File: src/common/hbridge_pkg.sv
package hbridge_pkg;

  localparam logic [5:0]  CONTROL_ADDR    = 6'h00;
  localparam logic [5:0]  STATUS_ADDR     = 6'h10;
  localparam logic [15:0] CONTROL_RESET   = 16'h0000;
  localparam logic [15:0] STATUS_RESET    = 16'h0000;
  localparam logic [15:0] CONTROL_WR_MASK = 16'h03df;
  localparam int          OC_LSB          = 6;
  localparam int          UV_BIT          = 3;
  localparam int          OV_BIT          = 2;
  localparam int          SETTLE_DEFAULT  = 400;

  typedef struct packed {
    logic [5:0] unusedHigh;
    logic       highGateOneRequest;
    logic       lowGateOneRequest;
    logic       highGateTwoRequest;
    logic       lowGateTwoRequest;
    logic       unusedFive;
    logic       freewheelSideSelect;
    logic       activeFreewheelEnable;
    logic       overvoltageAutorecoverOff;
    logic       undervoltageAutorecoverOff;
    logic       modeActive;
  } control_t;

  // Same order as the over-current flags: high one, low one, high two, low two
  typedef struct packed {
    logic highOne;
    logic lowOne;
    logic highTwo;
    logic lowTwo;
  } gate_t;

  localparam gate_t GATES_OFF  = 4'h0;
  localparam gate_t GATES_LOW  = 4'h5;
  localparam gate_t GATES_HIGH = 4'ha;

  typedef enum logic [1:0] {
    STANDBY,
    SETTLING,
    ACTIVE
  } mode_state_t;

endpackage

File: src/hdl/hbridge_control_fault_regs.sv
`timescale 1ns/1ns
// Operation
// - Lone request bit drives that gate, else off
// - Active low-side freewheel: highs off, lows on
// - Active high-side freewheel: lows off, highs on
// - Passive low-side freewheel: only highs off
// - Passive high-side freewheel: only lows off
// - No OV recovery: off until flag cleared
// - No UV recovery: off until flag cleared
// - Mode bit set enters Active
// - Mode bit clear: Standby, clear state, off
// - Over-current sets own flag, switch off
// - Any over-current flag sets fault summary
// - Over-current output off until flag cleared
// - Under-voltage: all off, latch flag
// - UV recovery default: resume when supply recovers
// - Over-voltage: all off, latch flag
// - OV recovery default: resume when supply recovers
// - Dual half-bridge ignores PWM and freewheel bits
// - Settling timer holds not-ready after Active entry
module hbridge_control_fault_regs
  import hbridge_pkg::*;
#(
  parameter int SETTLE_CYCLES = SETTLE_DEFAULT
) (
  input  wire logic        clk,
  input  wire logic        rstn,
  input  wire logic        regWrite,
  input  wire logic        regRead,
  input  wire logic [5:0]  regAddr,
  input  wire logic [15:0] regWdata,
  output logic      [15:0] regRdata,
  input  wire logic        pwm,
  input  wire logic        dualHalfBridge,
  input  wire logic [3:0]  overcurrentDetect,
  input  wire logic        undervoltageDetect,
  input  wire logic        overvoltageDetect,
  output gate_t            gateOut,
  output logic             notReady,
  output logic             faultSummary
);

  logic        rstnMeta;
  logic        rstnSync;
  control_t    ctrlReg;
  control_t    ctrlNext;
  mode_state_t stateReg;
  mode_state_t stateNext;
  logic [15:0] settleCountReg;
  logic [15:0] settleCountNext;
  logic [3:0]  ocFlagReg;
  logic [3:0]  ocFlagNext;
  logic        uvFlagReg;
  logic        uvFlagNext;
  logic        ovFlagReg;
  logic        ovFlagNext;
  gate_t       gateNext;
  logic [15:0] rdataNext;
  logic        notReadyNext;
  logic        summaryNext;
  logic        readClear;
  logic        uvBlock;
  logic        ovBlock;
  logic [15:0] settleSeenReg;
  logic [15:0] settleSeenNext;

  // Gate pattern from the request bits and freewheel setting, before faults
  function automatic gate_t steer(control_t c, logic pwmIn, logic dual);
    gate_t g;
    g.highOne = c.highGateOneRequest & ~c.lowGateOneRequest;
    g.lowOne  = c.lowGateOneRequest & ~c.highGateOneRequest;
    g.highTwo = c.highGateTwoRequest & ~c.lowGateTwoRequest;
    g.lowTwo  = c.lowGateTwoRequest & ~c.highGateTwoRequest;
    if (!dual && !pwmIn) begin
      if (c.activeFreewheelEnable) begin
        g = c.freewheelSideSelect ? GATES_HIGH : GATES_LOW;
      end else if (c.freewheelSideSelect) begin
        g = g & GATES_HIGH;
      end else begin
        g = g & GATES_LOW;
      end
    end
    return g;
  endfunction

  function automatic logic [15:0] status_word(logic [3:0] oc, logic uv, logic ov);
    logic [15:0] w;
    w = STATUS_RESET;
    w[OC_LSB +: 4] = oc;
    w[UV_BIT] = uv;
    w[OV_BIT] = ov;
    return w;
  endfunction

  always_ff @(posedge clk or negedge rstn) begin
    if (!rstn) begin
      rstnMeta <= 1'b0;
      rstnSync <= 1'b0;
    end else begin
      rstnMeta <= 1'b1;
      rstnSync <= rstnMeta;
    end
  end

  always_comb begin
    ctrlNext        = ctrlReg;
    stateNext       = stateReg;
    settleCountNext = settleCountReg;
    if (regWrite && regAddr == CONTROL_ADDR) begin
      ctrlNext = control_t'(regWdata & CONTROL_WR_MASK);
    end
    unique case (stateReg)
      STANDBY: begin
        settleCountNext = 16'h0000;
        if (ctrlReg.modeActive) begin
          stateNext = SETTLING;
        end
      end
      SETTLING: begin
        if (!ctrlReg.modeActive) begin
          stateNext = STANDBY;
        end else if (settleCountReg == 16'(SETTLE_CYCLES - 1)) begin
          stateNext = ACTIVE;
        end else begin
          settleCountNext = settleCountReg + 16'h0001;
        end
      end
      ACTIVE: begin
        if (!ctrlReg.modeActive) begin
          stateNext = STANDBY;
        end
      end
    endcase
  end

  // Status flags clear on read; a fault seen in the same cycle still sets
  always_comb begin
    readClear  = regRead && regAddr == STATUS_ADDR;
    ocFlagNext = (ocFlagReg & ~{4{readClear}}) | overcurrentDetect;
    uvFlagNext = (uvFlagReg & ~readClear) | undervoltageDetect;
    ovFlagNext = (ovFlagReg & ~readClear) | overvoltageDetect;
    if (stateNext == STANDBY) begin
      ocFlagNext = 4'h0;
      uvFlagNext = 1'b0;
      ovFlagNext = 1'b0;
    end
    summaryNext = |ocFlagNext | uvFlagNext | ovFlagNext;
  end

  always_comb begin
    uvBlock = undervoltageDetect |
              (ctrlReg.undervoltageAutorecoverOff & uvFlagNext);
    ovBlock = overvoltageDetect |
              (ctrlReg.overvoltageAutorecoverOff & ovFlagNext);
    notReadyNext = stateNext != ACTIVE;
    gateNext = GATES_OFF;
    if (!notReadyNext && !uvBlock && !ovBlock) begin
      gateNext = steer(ctrlReg, pwm, dualHalfBridge) & ~gate_t'(ocFlagNext);
    end
    rdataNext = 16'h0000;
    if (regRead) begin
      if (regAddr == CONTROL_ADDR) begin
        rdataNext = ctrlReg;
      end else if (regAddr == STATUS_ADDR) begin
        rdataNext = status_word(ocFlagReg, uvFlagReg, ovFlagReg);
      end
    end
  end

  always_ff @(posedge clk or negedge rstnSync) begin
    if (!rstnSync) begin
      ctrlReg        <= control_t'(CONTROL_RESET);
      stateReg       <= STANDBY;
      settleCountReg <= 16'h0000;
      ocFlagReg      <= 4'h0;
      uvFlagReg      <= 1'b0;
      ovFlagReg      <= 1'b0;
      gateOut        <= GATES_OFF;
      regRdata       <= 16'h0000;
      notReady       <= 1'b1;
      faultSummary   <= 1'b0;
    end else begin
      ctrlReg        <= ctrlNext;
      stateReg       <= stateNext;
      settleCountReg <= settleCountNext;
      ocFlagReg      <= ocFlagNext;
      uvFlagReg      <= uvFlagNext;
      ovFlagReg      <= ovFlagNext;
      gateOut        <= gateNext;
      regRdata       <= rdataNext;
      notReady       <= notReadyNext;
      faultSummary   <= summaryNext;
    end
  end

  // Independent count of Settling cycles, kept only for the timing check
  always_comb begin
    settleSeenNext = (stateReg == SETTLING) ? settleSeenReg + 16'h0001 : 16'h0000;
  end

  always_ff @(posedge clk or negedge rstnSync) begin
    if (!rstnSync) begin
      settleSeenReg <= 16'h0000;
    end else begin
      settleSeenReg <= settleSeenNext;
    end
  end

  AST_NO_SHOOT_THROUGH: assert property (@(posedge clk) disable iff (!rstnSync)
    !(gateOut.highOne && gateOut.lowOne) && !(gateOut.highTwo && gateOut.lowTwo))
    else $error("Both gates of one half-bridge are on");

  AST_ACTIVE_LOW_FREEWHEEL: assert property (@(posedge clk) disable iff (!rstnSync)
    (stateReg == ACTIVE && ctrlReg.modeActive && ctrlReg.activeFreewheelEnable &&
     !ctrlReg.freewheelSideSelect && !pwm && !dualHalfBridge && ocFlagNext == 4'h0 &&
     !undervoltageDetect && !overvoltageDetect && !uvFlagNext && !ovFlagNext)
    |=> gateOut == GATES_LOW)
    else $error("Active low-side freewheel pattern wrong");

  AST_OC_SWITCH_OFF: assert property (@(posedge clk) disable iff (!rstnSync)
    overcurrentDetect[3] |=> !gateOut.highOne)
    else $error("Over-current output still on");

  AST_OC_HELD_OFF: assert property (@(posedge clk) disable iff (!rstnSync)
    (ocFlagReg[0] && !readClear) |=> !gateOut.lowTwo)
    else $error("Output on while its over-current flag is set");

  AST_SUMMARY: assert property (@(posedge clk) disable iff (!rstnSync)
    faultSummary == (|ocFlagReg | uvFlagReg | ovFlagReg))
    else $error("Fault summary does not match flags");

  AST_UV_OFF: assert property (@(posedge clk) disable iff (!rstnSync)
    undervoltageDetect |=> gateOut == GATES_OFF ##0 (uvFlagReg || stateReg == STANDBY))
    else $error("Under-voltage did not switch off or latch");

  AST_OV_NO_RECOVERY: assert property (@(posedge clk) disable iff (!rstnSync)
    (ovFlagReg && ctrlReg.overvoltageAutorecoverOff && !readClear) |=> gateOut == GATES_OFF)
    else $error("Outputs resumed without over-voltage flag clear");

  AST_STANDBY_OFF: assert property (@(posedge clk) disable iff (!rstnSync)
    !ctrlReg.modeActive |=> (gateOut == GATES_OFF && notReady && ocFlagReg == 4'h0))
    else $error("Standby did not clear state and outputs");

  AST_SETTLE_TIME: assert property (@(posedge clk) disable iff (!rstnSync)
    (stateReg == STANDBY && ctrlReg.modeActive) ##1 ctrlReg.modeActive [*2] |->
    notReady)
    else $error("Not-ready cleared too early");

  AST_ENTER_ACTIVE: assert property (@(posedge clk) disable iff (!rstnSync)
    (stateReg == STANDBY && ctrlReg.modeActive) |=> stateReg == SETTLING)
    else $error("Mode bit did not start Active entry");

  AST_ACTIVE_HIGH_FREEWHEEL: assert property (@(posedge clk) disable iff (!rstnSync)
    (stateReg == ACTIVE && ctrlReg.modeActive && ctrlReg.activeFreewheelEnable &&
     ctrlReg.freewheelSideSelect && !pwm && !dualHalfBridge && ocFlagNext == 4'h0 &&
     !undervoltageDetect && !overvoltageDetect && !uvFlagNext && !ovFlagNext)
    |=> gateOut == GATES_HIGH)
    else $error("Active high-side freewheel pattern wrong");

  AST_PASSIVE_LOW_FREEWHEEL: assert property (@(posedge clk) disable iff (!rstnSync)
    (!ctrlReg.activeFreewheelEnable && !ctrlReg.freewheelSideSelect && !pwm &&
     !dualHalfBridge) |=> (!gateOut.highOne && !gateOut.highTwo))
    else $error("Passive low-side freewheel left a high gate on");

  AST_PASSIVE_HIGH_FREEWHEEL: assert property (@(posedge clk) disable iff (!rstnSync)
    (!ctrlReg.activeFreewheelEnable && ctrlReg.freewheelSideSelect && !pwm &&
     !dualHalfBridge) |=> (!gateOut.lowOne && !gateOut.lowTwo))
    else $error("Passive high-side freewheel left a low gate on");

  AST_UV_NO_RECOVERY: assert property (@(posedge clk) disable iff (!rstnSync)
    (uvFlagReg && ctrlReg.undervoltageAutorecoverOff && !readClear) |=> gateOut == GATES_OFF)
    else $error("Outputs resumed without under-voltage flag clear");

  AST_UV_RECOVER: assert property (@(posedge clk) disable iff (!rstnSync)
    (stateReg == ACTIVE && ctrlReg.modeActive && uvFlagReg && !undervoltageDetect &&
     !ctrlReg.undervoltageAutorecoverOff && !overvoltageDetect && !ovFlagNext &&
     ctrlReg.highGateOneRequest && !ctrlReg.lowGateOneRequest && pwm && !ocFlagNext[3])
    |=> gateOut.highOne)
    else $error("Outputs did not resume after under-voltage");

  AST_OV_RECOVER: assert property (@(posedge clk) disable iff (!rstnSync)
    (stateReg == ACTIVE && ctrlReg.modeActive && ovFlagReg && !overvoltageDetect &&
     !ctrlReg.overvoltageAutorecoverOff && !undervoltageDetect && !uvFlagNext &&
     ctrlReg.highGateOneRequest && !ctrlReg.lowGateOneRequest && pwm && !ocFlagNext[3])
    |=> gateOut.highOne)
    else $error("Outputs did not resume after over-voltage");

  AST_DUAL_IGNORES_FREEWHEEL: assert property (@(posedge clk) disable iff (!rstnSync)
    (dualHalfBridge && !ctrlReg.lowGateOneRequest) |=> !gateOut.lowOne)
    else $error("Freewheel logic drove a gate in dual half-bridge mode");

  AST_FAULT_PRIORITY: assert property (@(posedge clk) disable iff (!rstnSync)
    (ocFlagReg != 4'h0 && !readClear) |=> (gateOut & $past(ocFlagReg)) == 4'h0)
    else $error("Output on while a latched over-current flag is set");

  AST_NOT_READY_OFF: assert property (@(posedge clk) disable iff (!rstnSync)
    notReady |-> gateOut == GATES_OFF)
    else $error("Gate driven while not ready");

  AST_SETTLE_COUNT: assert property (@(posedge clk) disable iff (!rstnSync)
    $fell(notReady) |-> settleSeenReg == 16'(SETTLE_CYCLES))
    else $error("Settling time differs from the configured count");

  COV_ACTIVE_REACHED: cover property (@(posedge clk) disable iff (!rstnSync)
    $fell(notReady));
  COV_OC_TRIP: cover property (@(posedge clk) disable iff (!rstnSync)
    gateOut.highOne ##1 ocFlagReg[3]);
  COV_UV_RECOVER: cover property (@(posedge clk) disable iff (!rstnSync)
    uvFlagReg ##1 gateOut != GATES_OFF);
  COV_ACTIVE_FREEWHEEL: cover property (@(posedge clk) disable iff (!rstnSync)
    !pwm && gateOut == GATES_HIGH);
  COV_STANDBY_RETURN: cover property (@(posedge clk) disable iff (!rstnSync)
    $rose(notReady));

endmodule

File: config.mk
export PLATFORM = sky130hd
export DESIGN_NAME = hbridge_control_fault_regs
export DESIGN_NICKNAME = d
export VERILOG_FILES = /design/src/common/hbridge_pkg.sv /design/src/hdl/hbridge_control_fault_regs.sv
export SDC_FILE = /design/constraint.sdc
export NUM_CORES = 1
export LEC_CHECK = 0
export BUFFER_PORTS_ARGS = -buffer_cell sky130_fd_sc_hd__buf_2
export CAP_MARGIN = 20
export CORE_MARGIN = 8
export CORE_UTILIZATION = 45
export DETAILED_ROUTE_END_ITERATION = 16
export GPL_TIMING_DRIVEN = 0
export PLACE_DENSITY = 0.74
export SLEW_MARGIN = 30
export SYNTH_ARGS = -nofsm -noshare
export SYNTH_HDL_FRONTEND = slang
export SYNTH_SLANG_ARGS = --single-unit
File: constraint.sdc
create_clock -name clk -period 1.4 [get_ports clk]
set_input_delay 0.21 -clock clk [delete_from_list [all_inputs] [get_ports clk]]
set_output_delay 0.21 -clock clk [all_outputs]
set_load 0.05 [all_outputs]
Word-level counts from Yosys, hierarchy flattened
Index checks and enable logic that the tools add are counted.

cells by class
  $add $sub $neg = 1
  equality and inequality tests = 7
  multiplexer cells = 20
  bitwise logic cells = 24
  reduce and logical (&&, ||, !) cells = 16

operators by type and width
  operator                 count
  $mux W16                 2
  $pmux W16 S2             1
  $mux W10                 3
  $mux W4                  7
  $add A16 B1 Y16 const B  1
  $eq A16 B9 Y1 const B    1
  $and A1 B1 Y1            8
  $and A4 B4 Y4            2
  $mux W2                  4
  $not A4 Y4               2
  $eq A6 B5 Y1 const B     1
  $logic_not A6 Y1         1
  $ne A2 B2 Y1 const B     3
  $or A1 B1 Y1             6
  $pmux W2 S3              1
  $logic_and A1 B1 Y1      5
  $logic_not A1 Y1         5
  $not A1 Y1               5
  $logic_not A2 Y1         2
  $or A4 B4 Y4             1
  $reduce_or A4 Y1         1
  $reduce_and A3 Y1        1
  $eq A2 B1 Y1 const B     1
  $eq A2 B2 Y1 const B     1
  other kinds (2)          3

storage, ports and cells
  flip-flop bits (word level) = 57
  output and inout bits = 22
  word-level logic and storage cells = 91

Logic depth before layout (Yosys ltp)
  depth in word-level cells = 14
  gate-level depth with buffers = 7
  depth with buffers taken out = 6

Least setup slack after synthesis
No wires, ideal clock.

  kind = register to register
  from = register settleCountReg[6]
  to = register faultSummary
  arrival time = 1.749 ns
  slack = -0.490 ns
  stages on the path, launching flop included = 6
  path buffers = 1
  period minus slack after synthesis = 1.890 ns
  path through = dfrtp_1 > or4b_1 > nor4_2 > buf_2 > o21a_1 > a22oi_1

on the way
  cells in the longest elaborated chain, start to end = 9
  elaborated cells on any way between the ends = 11
  those cells by class = eq/ne (1); mux (6); bitwise (2); reduce/logical (2)

ends and longest elaborated chain
  what                    RTL line                           RTL
  from (decl)             hbridge_control_fault_regs.sv:49   logic [15:0] settleCountReg;
  from (signal assigned)  hbridge_control_fault_regs.sv:185  settleCountReg <= settleCountNext;
  $eq A16 B9 Y1 *         hbridge_control_fault_regs.sv:122  end else if (settleCountReg == 16'(SETTLE_CYCLES - 1)) begin
  $mux W2 *               hbridge_control_fault_regs.sv:122
  $mux W2 *               hbridge_control_fault_regs.sv:120  if (!ctrlReg.modeActive) begin
  $pmux W2 S3 *           hbridge_control_fault_regs.sv:112  unique case (stateReg)
  $logic_not A2 Y1 *      hbridge_control_fault_regs.sv:142  if (stateNext == STANDBY) begin
  $mux W4                 hbridge_control_fault_regs.sv:142
  $reduce_or A4 Y1        hbridge_control_fault_regs.sv:147  summaryNext = |ocFlagNext | uvFlagNext | ovFlagNext;
  $or A1 B1 Y1            hbridge_control_fault_regs.sv:147
  $or A1 B1 Y1 *          hbridge_control_fault_regs.sv:147
  net summaryNext         hbridge_control_fault_regs.sv:60   logic summaryNext;
  to (signal assigned)    hbridge_control_fault_regs.sv:192  faultSummary <= summaryNext;
  to (decl)               hbridge_control_fault_regs.sv:40   output logic faultSummary

Mark *: on every way through the listed nets, which the timed path passes. The rest lies on a longest branch.
A chain may end at the register's enable or synchronous reset.

==> impl.org <==
** Setup path
- Startpoint of the most critical setup path :: settleCountReg[6]
- Capturing element of the worst setup path :: gateOut[2]
- Counting stages on the worst path, the most repeated cell is sky130_fd_sc_hd__nor4_4.
- The worst register-to-register path ends at gateOut[2].
- Crit path buffers/inverters :: 1
- Category of the worst setup path capture point :: register
- The slowest stage of the critical path belongs to the cell sky130_fd_sc_hd__or4b_4.
- Data arrives at the worst endpoint at 2200 ps.
- CP startpoint kind :: register
- Stages on the worst setup path :: 5
- Walking the worst path, the cells encountered are or4b_4 > nor4_4 > o22ai_2 > clkbuf_8 > nor4_4.
- Endpoint required time on the critical path :: 1610 ps
- Cell family with most CP delay :: simple AND/OR/NAND/NOR gates
- The worst setup path is of the register to register kind.
- In this run the register-to-register setup slack is -590 ps.
- In this run the critical register-to-register path is launched from settleCountReg[6].
- Longest individual stage delay on the worst path :: 560 ps
- FF-to-FF path depth :: 5
- Along the worst path, the maximum fanout reaches 5.

** Clock network
- Counting along the longest clock path gives a buffer depth of 2.
- Clock input transition at the sequential cells of the worst setup and hold paths :: 90 ps
- The later pin in the worst-skew pair is clocked with a latency of 300 ps.
- Root buffer cell :: sky130_fd_sc_hd__clkbuf_8
- The clock drives 50 sinks.
- The H-tree was split into 2 levels.
- Number of buffers created by CTS :: 5
- TritonCTS built the clock tree.

** Job
- Max-cap violations in this run came to 0.

** STA
- For the final database, setup skew stands at 6.83 ps.
- Period Utilization, post-route :: 142%
- Adding up every negative setup slack in the final design gives -11900 ps.
- Actual slew at the worst max-slew pin :: 604 ps
- After layout, the minimum clock period comes to 1990 ps.
- Setup violations remaining at the end of the flow were counted as 30.
- On the final layout, the worst hold slack is 136 ps.
- Timing would allow up to between 0.5 and 0.6 GHz.
- After layout, the worst setup slack is -590 ps.
- The worst pin sits at a relative slew slack of 59.7%.
- The number of failing hold endpoints at the final stage is 0.
- The max-slew violation count was 0.
- Setup repair after global routing could not meet its margin everywhere.

** Placed design
- Placement-stage worst setup slack :: -651 ps
- At the end of routability-driven placement, the weighted congestion stood at 0.765.
- Count of port buffers added during placement :: 41
- Sum of net half-perimeters after detailed placement :: 3880 µm
- After detailed placement, the total cell area comes to 2800 µm².

** Power and ir drop
- In this run, the clock network consumes approximately 23% of the power.
- Combinational share of power :: 32.0%
- Summed over all cells, the static leakage comes to 1.54 nW.
- Power per Cell Area :: 1150 nW/µm²
- In this run, flip-flops and latches consume 45.4% of the power.
- Net switching power :: 1.23 mW
- The internal portion of the total power is around 2.6 mW.
- Pwr Total :: 3.81 mW
- Worst IR drop on VDD :: 0.576 mV
- Switching part of the total power :: approximately a third

** Logic synthesis
- Post-synthesis sequential element count :: 50
- Of the synthesized area, sequential elements account for 51.7%.
- A synthesized cell averages 10.8 µm².
- Number of warnings issued by yosys :: 0
- Cells after synthesis :: 224
- Area of the mapped netlist :: approximately 2400 µm²
- In this run, distinct cell masters in the synthesized netlist total 44.

** Final layout
- # fillers :: 399
- Once layout is done, the placed cells without fillers occupy ~3300 µm².
- Area of combinational cells with multiple inputs :: roughly 1300 µm²
- In the final layout, the share of cells above drive strength 1 is about half.
- 0 antenna diodes ended up in the layout.
- Total Nets Final :: 342
- Compared with the post-synthesis result, the final layout area differs by 37.2%.
- Area taken by flip-flops and latches :: 1260 µm²

** Route
- Routed len/inst :: 16.0 µm
- The first detailed-routing pass ran for 4 iterations.
- In this run, the number of DRC markers left after iteration 0 of detailed routing was 89.
- For this block, the routed nets add up to around 6000 µm of wire.
- After detailed routing, the number of remaining DRC violations is 0.
- The final route contains 1995 vias.
- Dividing the detail-routed via count by the number of cells gives 5.32.
- Once detail routing completed, the nets flagged for antenna violations numbered 0.

** Floorplanning
- Total die area :: 7990 µm²
- Top Ports :: between 50 and 60
- Placement row count :: 26
- Height of the die :: 89.4 µm
- Once the floorplan was initialized, standard cells occupied 47.2% of the core.
- CORE AREA :: 5140 µm²
- Die Wd :: about 90 µm

** GRT
- Global routing used between 10 and 15% of the available tracks.
- Residual overflow from global routing :: 0
- Number of global-route vias before repair :: 1957
- Initial antenna violation count :: 0
- Entering global routing, the biggest net connects 49 pins.
- The first global-routing pass estimated 9230 µm of wire.

** Run status
- The run finished, with violations left.
- Violations in the final reports :: setup timing

** Min path
- The startpoint identified for the worst hold timing path is regWdata[4].
- Hold WC Path Type :: primary input to register
synth_stat cells:
master	n	area (µm²)
sky130_fd_sc_hd__a22oi_1	1	7.51
sky130_fd_sc_hd__a21boi_0	5	37.5
sky130_fd_sc_hd__and4_1	2	17.5
sky130_fd_sc_hd__dfrtp_1	49	1230
sky130_fd_sc_hd__a2bb2oi_1	1	8.76
sky130_fd_sc_hd__o22ai_1	1	6.26
sky130_fd_sc_hd__conb_1	2	7.51
sky130_fd_sc_hd__buf_4	7	52.6
sky130_fd_sc_hd__nand4_1	3	18.8
sky130_fd_sc_hd__nand3_1	8	40.0
sky130_fd_sc_hd__or2_2	3	18.8
sky130_fd_sc_hd__buf_2	1	5.00
sky130_fd_sc_hd__nor2b_1	2	12.5
sky130_fd_sc_hd__mux2i_1	7	70.1
sky130_fd_sc_hd__nor2_1	14	52.6
sky130_fd_sc_hd__nand3b_1	1	7.51
sky130_fd_sc_hd__mux2_2	10	113
sky130_fd_sc_hd__or3_4	2	22.5
sky130_fd_sc_hd__nor4_1	4	25.0
sky130_fd_sc_hd__a21oi_1	19	95.1
sky130_fd_sc_hd__dfstp_2	1	26.3
sky130_fd_sc_hd__nor4_2	1	12.5
sky130_fd_sc_hd__nand2_1	8	30.0
sky130_fd_sc_hd__xor2_1	4	35.0
sky130_fd_sc_hd__o21ai_0	4	20.0
sky130_fd_sc_hd__nor3_1	2	10.0
sky130_fd_sc_hd__nand2b_1	6	37.5
sky130_fd_sc_hd__o211ai_1	4	30.0
sky130_fd_sc_hd__o311a_2	1	11.3
sky130_fd_sc_hd__nor3b_1	4	30.0
sky130_fd_sc_hd__clkbuf_1	5	18.8
sky130_fd_sc_hd__o21a_1	1	7.51
sky130_fd_sc_hd__and3_1	1	6.26
sky130_fd_sc_hd__or3_1	6	37.5
sky130_fd_sc_hd__a311o_1	1	10.0
sky130_fd_sc_hd__or4_1	7	52.6
sky130_fd_sc_hd__nand4b_1	1	8.76
sky130_fd_sc_hd__a21o_2	4	35.0
sky130_fd_sc_hd__buf_6	1	11.3
sky130_fd_sc_hd__or4b_1	2	20.0
sky130_fd_sc_hd__ha_1	4	50.1
sky130_fd_sc_hd__or3b_2	1	8.76
sky130_fd_sc_hd__inv_1	7	26.3
sky130_fd_sc_hd__o31ai_1	6	45.0
sequential cells by signal, summed over array words and instances (netlist names):
signal,count
ocFlagReg,4
stateReg,2
ovFlagReg,1
ctrlReg,9
uvFlagReg,1
notReady,1
rstnMeta,1
settleCountReg,16
rstnSync,1
faultSummary,1
regRdata,9
gateOut,4
per-stage QoR:
stage / utilization (%) / std cells
global placement: 54.5 / 341
global route: 64.7 / 375
detailed placement: 54.5 / 341
CTS: 60.6 / 364
finish: 64.7 / 375
floorplan: - / 230
cell usage in the layout, fill, tap and decap left out, types with 3 or more instances in the layout:
master / instances
sky130_fd_sc_hd__dfrtp_1: 47
sky130_fd_sc_hd__buf_2: 41
sky130_fd_sc_hd__buf_4: 27
sky130_fd_sc_hd__nor2_1: 13
sky130_fd_sc_hd__a21oi_1: 11
sky130_fd_sc_hd__mux2_2: 10
sky130_fd_sc_hd__a21oi_2: 8
sky130_fd_sc_hd__conb_1: 8
sky130_fd_sc_hd__nand2_1: 7
sky130_fd_sc_hd__clkbuf_8: 7
sky130_fd_sc_hd__mux2i_1: 7
sky130_fd_sc_hd__nand3_1: 6
sky130_fd_sc_hd__buf_6: 6
sky130_fd_sc_hd__nand2b_1: 5
sky130_fd_sc_hd__o31ai_1: 5
sky130_fd_sc_hd__inv_1: 4
sky130_fd_sc_hd__or3_1: 4
sky130_fd_sc_hd__or3_4: 4
sky130_fd_sc_hd__a21o_2: 4
sky130_fd_sc_hd__nor3b_1: 4
sky130_fd_sc_hd__o211ai_1: 4
sky130_fd_sc_hd__or4_1: 4
sky130_fd_sc_hd__o21ai_0: 4
sky130_fd_sc_hd__xor2_1: 4
sky130_fd_sc_hd__inv_2: 3
sky130_fd_sc_hd__nor4_4: 3
sky130_fd_sc_hd__or2_2: 3
sky130_fd_sc_hd__a21boi_2: 3
sky130_fd_sc_hd__nand4_1: 3
sky130_fd_sc_hd__or4_4: 3
metal layers:
metal	vias up	GRT usage, %	wire, µm
li1	963	-	-
met1	952	18.6	2620
met2	73	25.1	2970
met3	7	2.30	323
met4	0	6.50	86
met5	-	0	0
worst register-to-register path, stage by stage (launching register included):
cell and delay (ps):
sky130_fd_sc_hd__dfrtp_1 410, sky130_fd_sc_hd__or4b_4 560, sky130_fd_sc_hd__nor4_4 310, sky130_fd_sc_hd__o22ai_2 160, sky130_fd_sc_hd__clkbuf_8 180, sky130_fd_sc_hd__nor4_4 270
power groups by stage:
stage	Combinational (mW)	Clock [mW]	Sequential, mW
6_report	1.22	0.857	1.73
5_1_grt	1.31	0.938	1.76
4_1_cts	0.904	0.880	1.73
3_5_place_dp	0.756	0	1.76
3_3_place_gp	0.735	0	1.76
2_1_floorplan	0.539	0	1.76
how the worst min path moves through the flow:
stage	endpoint	slack, ps	cells past startpoint
final	ctrlReg[4]	140	2
after global routing	ctrlReg[1]	140	2
after CTS	ctrlReg[6]	130	2
after detailed placement	rstnMeta	-3	1
after global placement	rstnMeta	-5	1
after floorplan	rstnMeta	-90	0
area by class of cell:
class / count / area share [%]
Clock buffer: 7 / 2.60
Sequential cell: 50 / 37.8
Multi-Input combinational cell: 160 / 39.2
Buffer: 14 / 3.91
Inverter: 7 / 0.790
Tap cell: 70 / 2.63
Clock inverter: 1 / 0.150
Timing Repair Buffer: 66 / 12.9
cell families (layout without fill, tap and decap cells):
logic type,after synthesis,count (layout),synth area share (%)
compound gates,48,49,13.0
simple gates,78,78,19.4
mux,17,17,7.53
buf+inv,21,95,4.70
xor+xnor,4,4,1.44
flops,50,50,51.7
fa+ha+maj,4,4,2.06
other cells,2,8,0.310
timing repair:
action | in CTS | in global routing
resized for setup | 22 | 35
endpoints found under the hold margin | 2 | 0
hold buffers | 1 | 0
endpoints found under the setup margin | 39 | 30
buffers inserted | 12 | 11
gates cloned | 2 | 1
pin swaps | 6 | 10
Power figures use the tool's default switching activity.
